==> src/hw/pmc_pkg.sv <==
// Package for the operating-mode controller: modes, register map,
// field positions, reset values and timing constants.
// Assumes a single 25 MHz system clock and 8-bit register data.
`default_nettype none

package pmc_pkg;

  // Operating modes and internal way-points
  typedef enum logic [3:0] {
    PM_RESET, PM_HIGH, PM_MED, PM_SUB, PM_SLEEP, PM_STANDBY,
    PM_WATCH, PM_SUBSLEEP, PM_SETTLE, PM_DT_WAY, PM_DT_EXC
  } pmc_mode_e;

  // Register indices
  localparam logic [2:0] OFS_CTRL_ONE  = 3'h0;
  localparam logic [2:0] OFS_CTRL_TWO  = 3'h1;
  localparam logic [2:0] OFS_WATCH_TMR = 3'h2;
  localparam logic [2:0] OFS_WAKE_EN0  = 3'h3;
  localparam logic [2:0] OFS_WAKE_EN1  = 3'h4;
  localparam logic [2:0] OFS_STATUS    = 3'h5;

  // Field positions
  localparam int STBY_POS   = 7;
  localparam int STS_LSB    = 4;
  localparam int LOWSPD_POS = 3;
  localparam int MA_LSB     = 0;
  localparam int DIRECT_POS = 3;
  localparam int MEDSEL_POS = 2;
  localparam int SA_LSB     = 0;
  localparam int TMCS_POS   = 3;
  localparam int DTEN_POS   = 7;
  localparam int LOCK_POS   = 4;

  // Reset values
  localparam logic [7:0] CTRL_ONE_RST  = 8'h00;
  localparam logic [7:0] CTRL_TWO_RST  = 8'h00;
  localparam logic [7:0] WATCH_TMR_RST = 8'h00;
  localparam logic [7:0] WAKE_EN_RST   = 8'h00;

  // Wake vector: timer A,C,F,G, async counter, serial 1,2, ext 0..4, pins
  localparam int          WAKE_W       = 13;
  localparam logic [12:0] WAKE_SLEEP   = 13'h1FFF;
  localparam logic [12:0] WAKE_SUBSLP  = 13'h1FFF;
  localparam logic [12:0] WAKE_WATCH   = 13'h108D;
  localparam logic [12:0] WAKE_STANDBY = 13'h1180;

  // Direct transfer timing in CPU states
  localparam int SLEEP_STATES = 2;
  localparam int INTERNAL_STATES = 1;
  localparam int EXC_STATES = 14;
  localparam logic [17:0] WAY_LOAD = 18'(SLEEP_STATES + INTERNAL_STATES - 1);
  localparam logic [17:0] EXC_LOAD = 18'(EXC_STATES - 1);

  // Settling waits in system clock states
  localparam int STS_BASE_STATES = 8192;
  localparam int STS_SHORT2 = 2;
  localparam int STS_SHORT8 = 8;
  localparam int STS_SHORT16 = 16;

  // Medium divider starts at /8, subactive at watch /2
  localparam logic [2:0] MED_SHIFT_BASE = 3'h3;

endpackage

`default_nettype wire

==> src/hw/pmc_sync.sv <==
// Two-stage synchroniser for one level from outside the clock domain.
// Assumes the input may change at any time.
`default_nettype none

module pmc_sync
  import pmc_pkg::*;
#(
  parameter logic RST_VAL = 1'b0
)
(
  input  wire logic ref_clk,
  input  wire logic rst,
  input  wire logic async_in,
  output var  logic sync_out
);

  logic meta_reg;

  // First stage feeds only the second
  always_ff @(posedge ref_clk)
  begin
    if (rst)
    begin
      meta_reg <= RST_VAL;
      sync_out <= RST_VAL;
    end
    else
    begin
      meta_reg <= async_in;
      sync_out <= meta_reg;
    end
  end

endmodule

`default_nettype wire

==> src/hw/pmc_clk_div.sv <==
// CPU clock tick generator: divides a base tick by a power of two.
// Assumes base_tick is a one-cycle pulse on ref_clk.
`default_nettype none

module pmc_clk_div
  import pmc_pkg::*;
#(
  parameter int CNT_W = 7
)
(
  input  wire logic             ref_clk,
  input  wire logic             rst,
  input  wire logic             run,
  input  wire logic             base_tick,
  input  wire logic [2:0]       shift,
  output var  logic             tick
);

  logic [CNT_W-1:0] cnt_reg;
  logic [CNT_W-1:0] last;
  logic             wrap;

  // Terminal count for the chosen ratio
  assign last = CNT_W'((1 << shift) - 1);
  assign wrap = base_tick && (cnt_reg >= last);

  // Counter restarts whenever the clock is stopped
  always_ff @(posedge ref_clk)
  begin
    if (rst || !run)
    begin
      cnt_reg <= '0;
      tick    <= 1'b0;
    end
    else
    begin
      tick <= wrap;
      if (wrap)
        cnt_reg <= '0;
      else if (base_tick)
        cnt_reg <= cnt_reg + 1'b1;
    end
  end

endmodule

`default_nettype wire

==> src/hw/pmc_mode_ctrl.sv <==
// Operating-mode controller: sleep decoding, wake-up, settling wait,
// direct transfer and CPU clock selection.
// Assumes sleep_exec, cpu_int_mask and wake_req come from logic on
// ref_clk; the init pin and the watch clock are asynchronous pins.
`default_nettype none

module pmc_mode_ctrl
  import pmc_pkg::*;
#(
  parameter int STS_BASE = STS_BASE_STATES
)
(
  input  wire logic                ref_clk,
  input  wire logic                rst,
  input  wire logic                chip_init_pin_n,
  input  wire logic                watch_clk_pin,
  input  wire logic [2:0]          reg_addr,
  input  wire logic [7:0]          reg_wdata,
  input  wire logic                reg_wr,
  input  wire logic                reg_rd,
  output var  logic [7:0]          reg_rdata,
  input  wire logic                sleep_exec,
  input  wire logic                cpu_int_mask,
  input  wire logic [WAKE_W-1:0]   wake_req,
  output var  logic [3:0]          mode_code,
  output var  logic                cpu_tick,
  output var  logic                cpu_halted,
  output var  logic                dt_exc_start,
  output var  logic                dt_done
);

  // Register file
  logic [7:0]        system_control_one_reg;
  logic [7:0]        system_control_two_reg;
  logic [7:0]        watch_timer_control_reg;
  logic [7:0]        wake_en0_reg;
  logic [7:0]        wake_en1_reg;

  // Mode machine
  pmc_mode_e         state_reg;
  pmc_mode_e         state_next;
  pmc_mode_e         src_reg;
  pmc_mode_e         src_next;
  pmc_mode_e         tgt_reg;
  pmc_mode_e         tgt_next;
  pmc_mode_e         clk_mode;
  logic              settle_dt_reg;
  logic              settle_dt_next;
  logic              lock_reg;
  logic              lock_next;
  logic [17:0]       cnt_reg;
  logic [17:0]       cnt_next;
  logic              exc_start_next;
  logic              done_next;

  // Pin synchronisers and watch clock edge
  logic              init_sync;
  logic              watch_sync;
  logic              watch_dly_reg;
  logic              watch_edge;

  pmc_sync #(
    .RST_VAL (1'b1)
  ) u_init_sync (
    .ref_clk  (ref_clk),
    .rst      (rst),
    .async_in (chip_init_pin_n),
    .sync_out (init_sync)
  );

  pmc_sync #(
    .RST_VAL (1'b0)
  ) u_watch_sync (
    .ref_clk  (ref_clk),
    .rst      (rst),
    .async_in (watch_clk_pin),
    .sync_out (watch_sync)
  );

  // Delayed copy for rising-edge detection of the watch clock
  always_ff @(posedge ref_clk)
  begin
    if (rst)
      watch_dly_reg <= 1'b0;
    else
      watch_dly_reg <= watch_sync;
  end

  assign watch_edge = watch_sync && !watch_dly_reg;

  // Control bit fields
  wire       software_standby_bit = system_control_one_reg[STBY_POS];
  wire       low_speed_on_bit     = system_control_one_reg[LOWSPD_POS];
  wire [2:0] settling_wait        = system_control_one_reg[STS_LSB +: 3];
  wire [1:0] medium_divider       = system_control_one_reg[MA_LSB +: 2];
  wire       direct_transfer_on_bit = system_control_two_reg[DIRECT_POS];
  wire       medium_speed_select_bit = system_control_two_reg[MEDSEL_POS];
  wire [1:0] subactive_divider    = system_control_two_reg[SA_LSB +: 2];
  wire       watch_timer_clock_select_bit = watch_timer_control_reg[TMCS_POS];
  wire [WAKE_W-1:0] wake_en       = {wake_en1_reg[4:0], wake_en0_reg};
  wire       dt_int_en            = wake_en1_reg[DTEN_POS];

  // Qualified wake requests
  wire [WAKE_W-1:0] wake_q = wake_req & wake_en
                           & {WAKE_W{!cpu_int_mask && !lock_reg}};

  // Mode classes
  wire in_act = (state_reg == PM_HIGH) || (state_reg == PM_MED);
  wire in_sub = (state_reg == PM_SUB);
  wire stby_on = software_standby_bit;
  wire low_on  = low_speed_on_bit;
  wire tmcs    = watch_timer_clock_select_bit;
  wire dir_on  = direct_transfer_on_bit;
  wire med_on  = medium_speed_select_bit;
  wire pmc_mode_e wake_act = med_on ? PM_MED : PM_HIGH;

  // Sleep decode from active modes
  wire act_watch   = stby_on && tmcs;
  wire act_standby = stby_on && !low_on && !tmcs;
  wire act_dt_sub  = act_watch && dir_on && low_on;
  wire act_dt_act  = !stby_on && !low_on && dir_on
                   && (med_on != (state_reg == PM_MED));

  // Sleep decode from subactive mode
  wire sub_watch   = stby_on && tmcs;
  wire sub_subslp  = !stby_on && low_on && tmcs;
  wire sub_dt      = sub_watch && !low_on && dir_on;

  // Direct transfer request, way-point and destination
  wire dt_req = in_act ? (act_dt_sub || act_dt_act) : (in_sub && sub_dt);
  wire dt_ok  = dt_int_en && !cpu_int_mask;
  wire pmc_mode_e dt_way = (in_act && act_dt_act) ? PM_SLEEP : PM_WATCH;
  wire pmc_mode_e dt_tgt = (in_act && act_dt_sub) ? PM_SUB : wake_act;

  // Ordinary sleep destination
  wire pmc_mode_e act_plain = act_watch ? PM_WATCH :
                              act_standby ? PM_STANDBY : PM_SLEEP;
  wire pmc_mode_e sub_plain = sub_watch ? PM_WATCH :
                              sub_subslp ? PM_SUBSLEEP : PM_SUB;
  wire pmc_mode_e plain_dst = in_sub ? sub_plain : act_plain;

  // Settling wait in system clock states
  logic [17:0] settle_load;
  always_comb
  begin
    case (settling_wait)
      3'h5:    settle_load = 18'(STS_SHORT2 - 1);
      3'h6:    settle_load = 18'(STS_SHORT8 - 1);
      3'h7:    settle_load = 18'(STS_SHORT16 - 1);
      default: settle_load = 18'((STS_BASE << settling_wait) - 1);
    endcase
  end

  wire cnt_zero = (cnt_reg == 18'h0);

  // Mode state machine
  always_comb
  begin
    state_next     = state_reg;
    src_next       = src_reg;
    tgt_next       = tgt_reg;
    settle_dt_next = settle_dt_reg;
    lock_next      = lock_reg;
    cnt_next       = cnt_reg;
    exc_start_next = 1'b0;
    done_next      = 1'b0;
    case (state_reg)
      PM_RESET:
      begin
        lock_next = 1'b0;
        if (init_sync)
          state_next = PM_MED;
      end
      PM_HIGH, PM_MED, PM_SUB:
      begin
        if (sleep_exec)
        begin
          src_next = state_reg;
          if (dt_req && dt_ok)
          begin
            state_next = PM_DT_WAY;
            tgt_next   = dt_tgt;
            cnt_next   = WAY_LOAD;
          end
          else if (dt_req)
          begin
            state_next = dt_way;
            lock_next  = cpu_int_mask;
          end
          else
            state_next = plain_dst;
        end
      end
      PM_SLEEP:
        if (|(wake_q & WAKE_SLEEP))
          state_next = wake_act;
      PM_STANDBY:
        if (|(wake_q & WAKE_STANDBY))
        begin
          state_next     = PM_SETTLE;
          tgt_next       = wake_act;
          settle_dt_next = 1'b0;
          cnt_next       = settle_load;
        end
      PM_WATCH:
        if (|(wake_q & WAKE_WATCH))
        begin
          if (low_on)
            state_next = PM_SUB;
          else
          begin
            state_next     = PM_SETTLE;
            tgt_next       = wake_act;
            settle_dt_next = 1'b0;
            cnt_next       = settle_load;
          end
        end
      PM_SUBSLEEP:
        if (|(wake_q & WAKE_SUBSLP))
          state_next = PM_SUB;
      PM_DT_WAY:
        if (cpu_tick)
        begin
          if (!cnt_zero)
            cnt_next = cnt_reg - 18'h1;
          else if (src_reg == PM_SUB)
          begin
            state_next     = PM_SETTLE;
            settle_dt_next = 1'b1;
            cnt_next       = settle_load;
          end
          else
          begin
            state_next     = PM_DT_EXC;
            exc_start_next = 1'b1;
            cnt_next       = EXC_LOAD;
          end
        end
      PM_SETTLE:
        if (!cnt_zero)
          cnt_next = cnt_reg - 18'h1;
        else if (settle_dt_reg)
        begin
          state_next     = PM_DT_EXC;
          exc_start_next = 1'b1;
          cnt_next       = EXC_LOAD;
        end
        else
          state_next = tgt_reg;
      PM_DT_EXC:
        // Skip the tick launched by the old clock on entry
        if (cpu_tick && !dt_exc_start)
        begin
          if (!cnt_zero)
            cnt_next = cnt_reg - 18'h1;
          else
          begin
            state_next = tgt_reg;
            done_next  = 1'b1;
          end
        end
      default:
        state_next = PM_RESET;
    endcase
    if (!init_sync)
      state_next = PM_RESET;
  end

  // Mode state registers
  always_ff @(posedge ref_clk)
  begin
    if (rst)
    begin
      state_reg     <= PM_RESET;
      src_reg       <= PM_MED;
      tgt_reg       <= PM_MED;
      settle_dt_reg <= 1'b0;
      lock_reg      <= 1'b0;
      cnt_reg       <= 18'h0;
      dt_exc_start  <= 1'b0;
      dt_done       <= 1'b0;
    end
    else
    begin
      state_reg     <= state_next;
      src_reg       <= src_next;
      tgt_reg       <= tgt_next;
      settle_dt_reg <= settle_dt_next;
      lock_reg      <= lock_next;
      cnt_reg       <= cnt_next;
      dt_exc_start  <= exc_start_next;
      dt_done       <= done_next;
    end
  end

  // Clock follows the old mode on the way out, the new one in exception
  assign clk_mode = (state_reg == PM_DT_WAY) ? src_reg :
                    (state_reg == PM_DT_EXC) ? tgt_reg : state_reg;

  wire       clk_run   = (clk_mode == PM_HIGH) || (clk_mode == PM_MED)
                      || (clk_mode == PM_SUB);
  wire       base_tick = (clk_mode == PM_SUB) ? watch_edge : 1'b1;
  wire [2:0] sub_shift = (subactive_divider == 2'h0) ? 3'h1 :
                         (subactive_divider == 2'h1) ? 3'h2 : 3'h3;
  wire [2:0] med_shift = MED_SHIFT_BASE + {1'b0, medium_divider};
  wire [2:0] div_shift = (clk_mode == PM_SUB) ? sub_shift :
                         (clk_mode == PM_MED) ? med_shift : 3'h0;

  pmc_clk_div #(
    .CNT_W (7)
  ) u_cpu_div (
    .ref_clk   (ref_clk),
    .rst       (rst),
    .run       (clk_run),
    .base_tick (base_tick),
    .shift     (div_shift),
    .tick      (cpu_tick)
  );

  // Status outputs
  assign mode_code  = state_reg;
  assign cpu_halted = !clk_run;

  // Register writes
  always_ff @(posedge ref_clk)
  begin
    if (rst)
    begin
      system_control_one_reg  <= CTRL_ONE_RST;
      system_control_two_reg  <= CTRL_TWO_RST;
      watch_timer_control_reg <= WATCH_TMR_RST;
      wake_en0_reg            <= WAKE_EN_RST;
      wake_en1_reg            <= WAKE_EN_RST;
    end
    else if (reg_wr)
    begin
      if (reg_addr == OFS_CTRL_ONE)
        system_control_one_reg <= reg_wdata;
      else if (reg_addr == OFS_CTRL_TWO)
        system_control_two_reg <= reg_wdata;
      else if (reg_addr == OFS_WATCH_TMR)
        watch_timer_control_reg <= reg_wdata;
      else if (reg_addr == OFS_WAKE_EN0)
        wake_en0_reg <= reg_wdata;
      else if (reg_addr == OFS_WAKE_EN1)
        wake_en1_reg <= reg_wdata;
    end
  end

  // Read selection; unmapped addresses read zero
  wire [7:0] status_val = {3'h0, lock_reg, mode_code};
  wire [7:0] rd_val =
    (reg_addr == OFS_CTRL_ONE)  ? system_control_one_reg :
    (reg_addr == OFS_CTRL_TWO)  ? system_control_two_reg :
    (reg_addr == OFS_WATCH_TMR) ? watch_timer_control_reg :
    (reg_addr == OFS_WAKE_EN0)  ? wake_en0_reg :
    (reg_addr == OFS_WAKE_EN1)  ? wake_en1_reg :
    (reg_addr == OFS_STATUS)    ? status_val : 8'h00;

  // Read data stands for one cycle only
  always_ff @(posedge ref_clk)
  begin
    if (rst)
      reg_rdata <= 8'h00;
    else
      reg_rdata <= reg_rd ? rd_val : 8'h00;
  end
endmodule

`default_nettype wire

==> config.mk <==
export PLATFORM = sky130hd
export DESIGN_NAME = pmc_mode_ctrl
export DESIGN_NICKNAME = d
export VERILOG_FILES = /design/src/hw/pmc_pkg.sv /design/src/hw/pmc_sync.sv /design/src/hw/pmc_clk_div.sv /design/src/hw/pmc_mode_ctrl.sv
export SDC_FILE = /design/constraint.sdc
export NUM_CORES = 1
export LEC_CHECK = 0
export ABC_CLOCK_PERIOD_IN_PS = 4500
export BUFFER_PORTS_ARGS = -buffer_cell sky130_fd_sc_hd__buf_2
export CAP_MARGIN = 10
export CORE_MARGIN = 5
export CORE_UTILIZATION = 40
export CTS_CLUSTER_DIAMETER = 30
export DETAILED_ROUTE_END_ITERATION = 8
export PLACE_DENSITY = 0.58
export REMOVE_ABC_BUFFERS = 1
export SETUP_SLACK_MARGIN = 0.5
export SLEW_MARGIN = 20
export SYNTH_ARGS = -nofsm -noshare
export SYNTH_HDL_FRONTEND = slang
export SYNTH_SLANG_ARGS = --single-unit
==> constraint.sdc <==
create_clock -name ref_clk -period 4.5 [get_ports ref_clk]
set_input_delay 0.225 -clock ref_clk [delete_from_list [all_inputs] [get_ports ref_clk]]
set_output_delay 0.225 -clock ref_clk [all_outputs]
set_load 0.005 [all_outputs]
==> metrics, run 1 <==
status=complete, no violations; n_diodes=0; main combinational cell family by area after synthesis=simple AND/OR/NAND/NOR gates; Post-Syn Area=5640 sq um; EDFF count, synth=0; CTS Hold Bufs=0; Most used DFF post-synth=dfxtp_1; dpl hpwl=12.3 mm; Ports=48; worst clock skew=0.00563 ns; Slew Limit Fails=0; crit start category=flop; Die ar.=16,600 sq um; leading area contributor after synthesis=dfxtp_1; DR iter-0 viols=a little under 500; Fin Setup TNS=0 ns; final setup vio count=0; Detail Route Antenna Nets=0; f_max=283 MHz; Ys Warns=0; top post-synthesis cells by area=dfxtp_1 33%, nand2_1 6.2%, a21oi_1 5.1%; Simple-Gate Fraction of Synth Area=0.281; Max Cap Viol=0; clk_lat worst skew=0.35 ns; Critical Path RT=4.79 ns; Final Cycle Share=0.785; Setup crit end kind=flop; Worst EP arrival=3.82 ns; H-tree lvl count=3; CTS tree=built; Synth cell types=87; power density over the cells=slightly below 500 nW/um^2; DR pass1 iterations=5; final hold violation count=0; Global Route Usage Sum=0.205; Max-slew headroom=0.386; fin area=6320 sq um; worst min path class=input pin to flop; placed inst area=5970 sq um; post-CTS setup buffer count=0; Die Y=129 microns; Tmin final=between 3 and 4 ns; via count=5,380; DR WL met2=7.57 mm; multiplexer share of the synthesized area=0.0758; initial antenna violation count=0; complex-gate fraction of the synthesized area=0.222; non-filler instance count after layout=907; placed cell count=891; RSZ-0062 raised after global routing=false; register area share after synthesis=0.330; Async SR Flop Fraction=0; Chip Width=129 microns; layout net count=766; clk slew on worst S/H paths=0.07 ns; maximum vdd drop=approximately 0.21 mV; max reg flops=18; total gr overflow=0; routed len/inst=18.4 microns; largest net degree at the start of global routing=64; routed wl met3=slightly below 900 microns; Core ar.=13,900 sq um; # clock sinks=between 90 and 100; uppermost layer routed=met4; Synth Area in XOR/XNOR=0.0202; gpl congestion=between 0.8 and 0.9; reg2reg setup slack=between 0.9 and 1 ns; most frequent cells in the layout=93 x nand2_1, 93 x dfxtp_1, 64 x nor2_1; CP max-delay cell=dfxtp_1; Post-Synthesis Cells=701; critical path cell sequence=or4b_1 > a31o_2 > a21oi_1 > buf_4 > o211a_1 > nand2_1 > ha_1 > nor3_1 > a21oi_1 > ha_1 > or3_1 > a221oi_1 > o31ai_2 > nor2_1; largest stage delay on the critical path=~0.48 ns; met1 WL=between 8 and 9 mm; # resized after CTS=0; Adder-Cell Fraction of Synth Area=0.0266; first-pass GRT wire length=27.4 mm; Vias/cell=just under 6; top cell type's share of synthesized area=0.330; CTS max path bufs=2; DRT Wirelength=approximately 17 mm; critical path fanouts, max=13; Row Count=43; share of layout cells above drive strength 1=0.149; #FFs+latches synth=93; Root Buffer=clkbuf_16; number of port buffers=47; CP Class=flop to flop; Initial Util=0.406; Syn Area/Cell=8.05 sq um; vias in the first global route=5,146; Residual DRC=0; Layout area overhead=12.0%; Num CTS Buffers=9; worst-margin pin slew=0.914 ns; leakage power=approximately 2.3 nW
[synth_stat cells, drive strengths merged (6+ instances only)]
library cell   n
clkbuf        29
nand2b        14
nor3b         10
a22oi         12
dfxtp         93
a221oi         6
nand2         94
nor2          65
nand3         20
buf           16
a21oi         58
and2           6
o21ai         26
or3            6
mux2          10
nor3          23
and3           6
mux2i         27
a211oi        11
inv           15
xnor2          8
nor4           6
a21o           7
nor2b         15
ha            12
[critical path: cells and delay by family, from the launching register on]
| kind | cells | cell delay [ns] |
|---|---|---|
| AOI/OAI and AO/OA | 6 | 1.17 |
| and+or+nand+nor | 5 | 1.17 |
| adders and majority gates | 2 | 0.43 |
| buffers and inverters | 1 | 0.20 |
| DFF | 1 | 0.48 |
[per-stage QoR]
step | worst slack (ns) | util | power [mW] | hold WS, ns
detailed placement | 0.987 | 0.430 | 2.27 | 0.402
floorplan | 0.654 | - | 1.88 | 0.294
global placement | 1.09 | 0.430 | 2.26 | 0.400
finish | 0.967 | 0.455 | 3.14 | 0.0522
global route | 0.625 | 0.455 | 3.34 | 0.0526
CTS | 0.959 | 0.455 | 3.14 | 0.0493
[cells by family after synthesis]
group | after synthesis
and+or+nand+nor | 301
AOI/OAI and AO/OA | 182
buffers and inverters | 61
muxes | 39
DFF | 93
xor gates and xnor gates | 13
adders and majority gates | 12
[final timing paths]
kind	to	startpoint	cells past startpoint
max	u_cpu_div.cnt_reg[2]	mode_code[0]	14
min	u_init_sync.meta_reg	chip_init_pin_n	2
max reg2reg	u_cpu_div.cnt_reg[2]	mode_code[0]	14
min reg2reg	u_init_sync.sync_out	u_init_sync.meta_reg	1
[routing by layer]
metal  GRT usage  vias to the layer above
li1            -                     2621
met1       0.293                     2563
met2       0.324                      185
met3      0.0286                       11
met4      0.0544                        0
met5           0                        -
[final cells by class]
class                   instances  area, sq um
multi-input cells             547         3540
well taps                     180          225
flip-flops and latches         93         1860
clock inverters                 5         88.8
fillers                      1431         7560
repair buffers                 55          295
clock buffers                  11          253
inverters                      16         60.1
[power by group]
part / leakage (nW) / switching [mW] / internal, mW
sequential: 0.753 / 0.0670 / 0.874
clock: 0.168 / 0.350 / 0.525
combinational: 1.39 / 0.848 / 0.481
total: 2.31 / 1.26 / 1.88
No activity file was read; power rests on OpenSTA's default activity.
==> run 2, diff against run 1 <==
--- a/config.mk
+++ b/config.mk
@@ -5,7 +5,7 @@
 export SDC_FILE = /design/constraint.sdc
 export NUM_CORES = 1
 export LEC_CHECK = 0
-export ABC_CLOCK_PERIOD_IN_PS = 4500
+export ABC_CLOCK_PERIOD_IN_PS = 3500
 export BUFFER_PORTS_ARGS = -buffer_cell sky130_fd_sc_hd__buf_2
 export CAP_MARGIN = 10
 export CORE_MARGIN = 5
==> constraint.sdc (replaced) <==
create_clock -name ref_clk -period 3.5 [get_ports ref_clk]
set_input_delay 0.175 -clock ref_clk [delete_from_list [all_inputs] [get_ports ref_clk]]
set_output_delay 0.175 -clock ref_clk [all_outputs]
set_load 0.005 [all_outputs]
==> metrics, run 2 (synthesis gave the netlist of run 1 again) <==
Detail Route Antenna Nets=0 (unchanged); most common cell after layout, fill and taps aside=nand2_1; Residual DRC=0 (unchanged); buffers and inverters on the worst path=2 (+1); Vias/cell=6.02 (+1.5%); Global Route Usage Sum=0.211 (+0.00557); largest stage delay on the critical path=0.53 ns (+0.05 ns); Chip Width=129 microns (unchanged); Critical Path RT=3.79 ns (-1.00 ns); status=complete, no violations; via count=5,582 (+3.8%); CP startpoint=src_reg[2]; non-filler instance count after layout=927 (+2.2%); leakage power=2.42 nW (+5.0%); Pwr Total=4.29 mW (+36%); initial antenna violation count=0 (unchanged); Num CTS Buffers=9 (unchanged); Die Y=129 microns (unchanged); placed inst area=6040 sq um (+1.1%); power density over the cells=646 nW/um^2 (+30%); CP max-delay cell=or4b_4; placed cell count=900 (+1.0%); routed len/inst=18.6 microns (+1.2%); f_max=329 MHz (+16%); # clock sinks=93 (unchanged); critical path cell sequence=or4b_4 > a31o_4 > a21oi_4 > buf_6 > o211ai_1 > buf_4 > o2111ai_4 > a21oi_2 > ha_2 > or3_4 > a221oi_4 > o31ai_4 > nor2_1; Core Util, Final=0.478 (+0.0228); critical path fanouts, max=7 (-6); CTS tree=built; final hold violation count=0 (unchanged); H-tree lvl count=3 (unchanged); Ports=48 (unchanged); Core ar.=13,900 sq um (unchanged); Post-Place Worst Slack=0.212 ns (-0.775 ns); Setup crit end kind=flop; vias in the first global route=5,361 (+4.2%); Layout area overhead=17.7%; total gr overflow=0 (unchanged); final setup vio count=0 (unchanged); RSZ-0062 raised after global routing=true; largest net degree at the start of global routing=53 (-17%); max reg flops=18 (unchanged); first-pass GRT wire length=28.1 mm (+2.3%); gpl congestion=0.936 (+7.1%); Worst EP arrival=3.33 ns (-0.49 ns); worst-margin pin slew=1.03 ns (+0.116 ns); Final Cycle Share=0.868 (+0.0824); number of port buffers=47 (unchanged); most frequent cells in the layout=91 x nand2_1, 90 x dfxtp_1, 64 x nor2_1; Row Count=43 (unchanged); layout net count=786 (+2.6%); Max Cap Viol=0 (unchanged); worst clock skew=0.0107 ns (+0.00506 ns); PnR worst setup slack=0.463 ns (-0.503 ns); Initial Util=0.406 (unchanged); clk_lat worst skew=0.35 ns (about the same); area of the multi-input gates=3720 sq um (+5.3%); DR pass1 iterations=6 (+1); fillers=1,370 (-4.3%); Root Buffer=clkbuf_16; dpl hpwl=12.5 mm (+1.8%); worst min path class=input pin to flop; Crit path max-delay family=compound AO/OA/AOI/OAI gates; DRT Wirelength=17.3 mm (+3.4%); DR iter-0 viols=593 (+23%); Max-slew headroom=0.308 (-0.0780); Die ar.=16,600 sq um (unchanged); share of layout cells above drive strength 1=0.202 (+0.0536); Reg-to-Reg Start=src_reg[2]; min-delay src=watch_clk_pin; clk slew on worst S/H paths=0.06 ns (about the same); register area=1870 sq um (+0.20%); Slew Limit Fails=0 (unchanged); Hold Slack=0.0392 ns (-0.0129 ns); crit start category=flop; maximum vdd drop=0.251 mV (+19%); n_diodes=0 (unchanged); fin area=6640 sq um (+5.0%); Tmin final=3.04 ns (-0.497 ns); CP Class=flop to flop; Fin Setup TNS=0 ns (unchanged); CTS max path bufs=2 (unchanged)
## run 2: cell count changes in the layout (fill, tap and decap cells not counted), sizes merged
cell and change:
bufinv -1, buf +19, inv +1, dlygate4sd3 +1
## run 2: power by group
part / total (mW) / internal (mW) / switching (mW)
Sequential: 1.20 / 1.12 / 0.0759
Clock: 1.04 / 0.583 / 0.453
Combinational: 2.05 / 0.828 / 1.23
Total: 4.29 / 2.54 / 1.75
## run 2: what timing repair did
| action | in CTS | in global routing |
|---|---|---|
| hold endpoints to repair | 1 | 0 |
| gates resized for setup | 16 | 22 |
| setup buffers | 6 | 4 |
| hold buffers | 1 | 0 |
| pin swaps | 13 | 11 |
| setup endpoints to repair | 8 | 20 |
## run 2: layer usage
| metal | GRT usage | up-vias | routed length [microns] |
|---|---|---|---|
| li1 | - | 2658 | - |
| met1 | 0.293 | 2673 | 8120 |
| met2 | 0.323 | 213 | 7700 |
| met3 | 0.0365 | 38 | 985 |
| met4 | 0.0852 | 0 | 471 |
| met5 | 0 | - | 0 |
## run 2: path summary, 6_finish.rpt
path	slack, ns	to	cells after the start
max	0.46	u_cpu_div.cnt_reg[4]	13
min	0.04	u_watch_sync.meta_reg	2
max reg2reg	0.46	u_cpu_div.cnt_reg[4]	13
min reg2reg	0.42	u_init_sync.sync_out	1
## run 2: cell type report
type	count	area share
clock inverters	5	0.00980
flip-flops and latches	93	0.281
repair buffers	75	0.0686
clock buffers	11	0.0366
multi-input cells	547	0.561
inverters	16	0.00905
well taps	180	0.0339
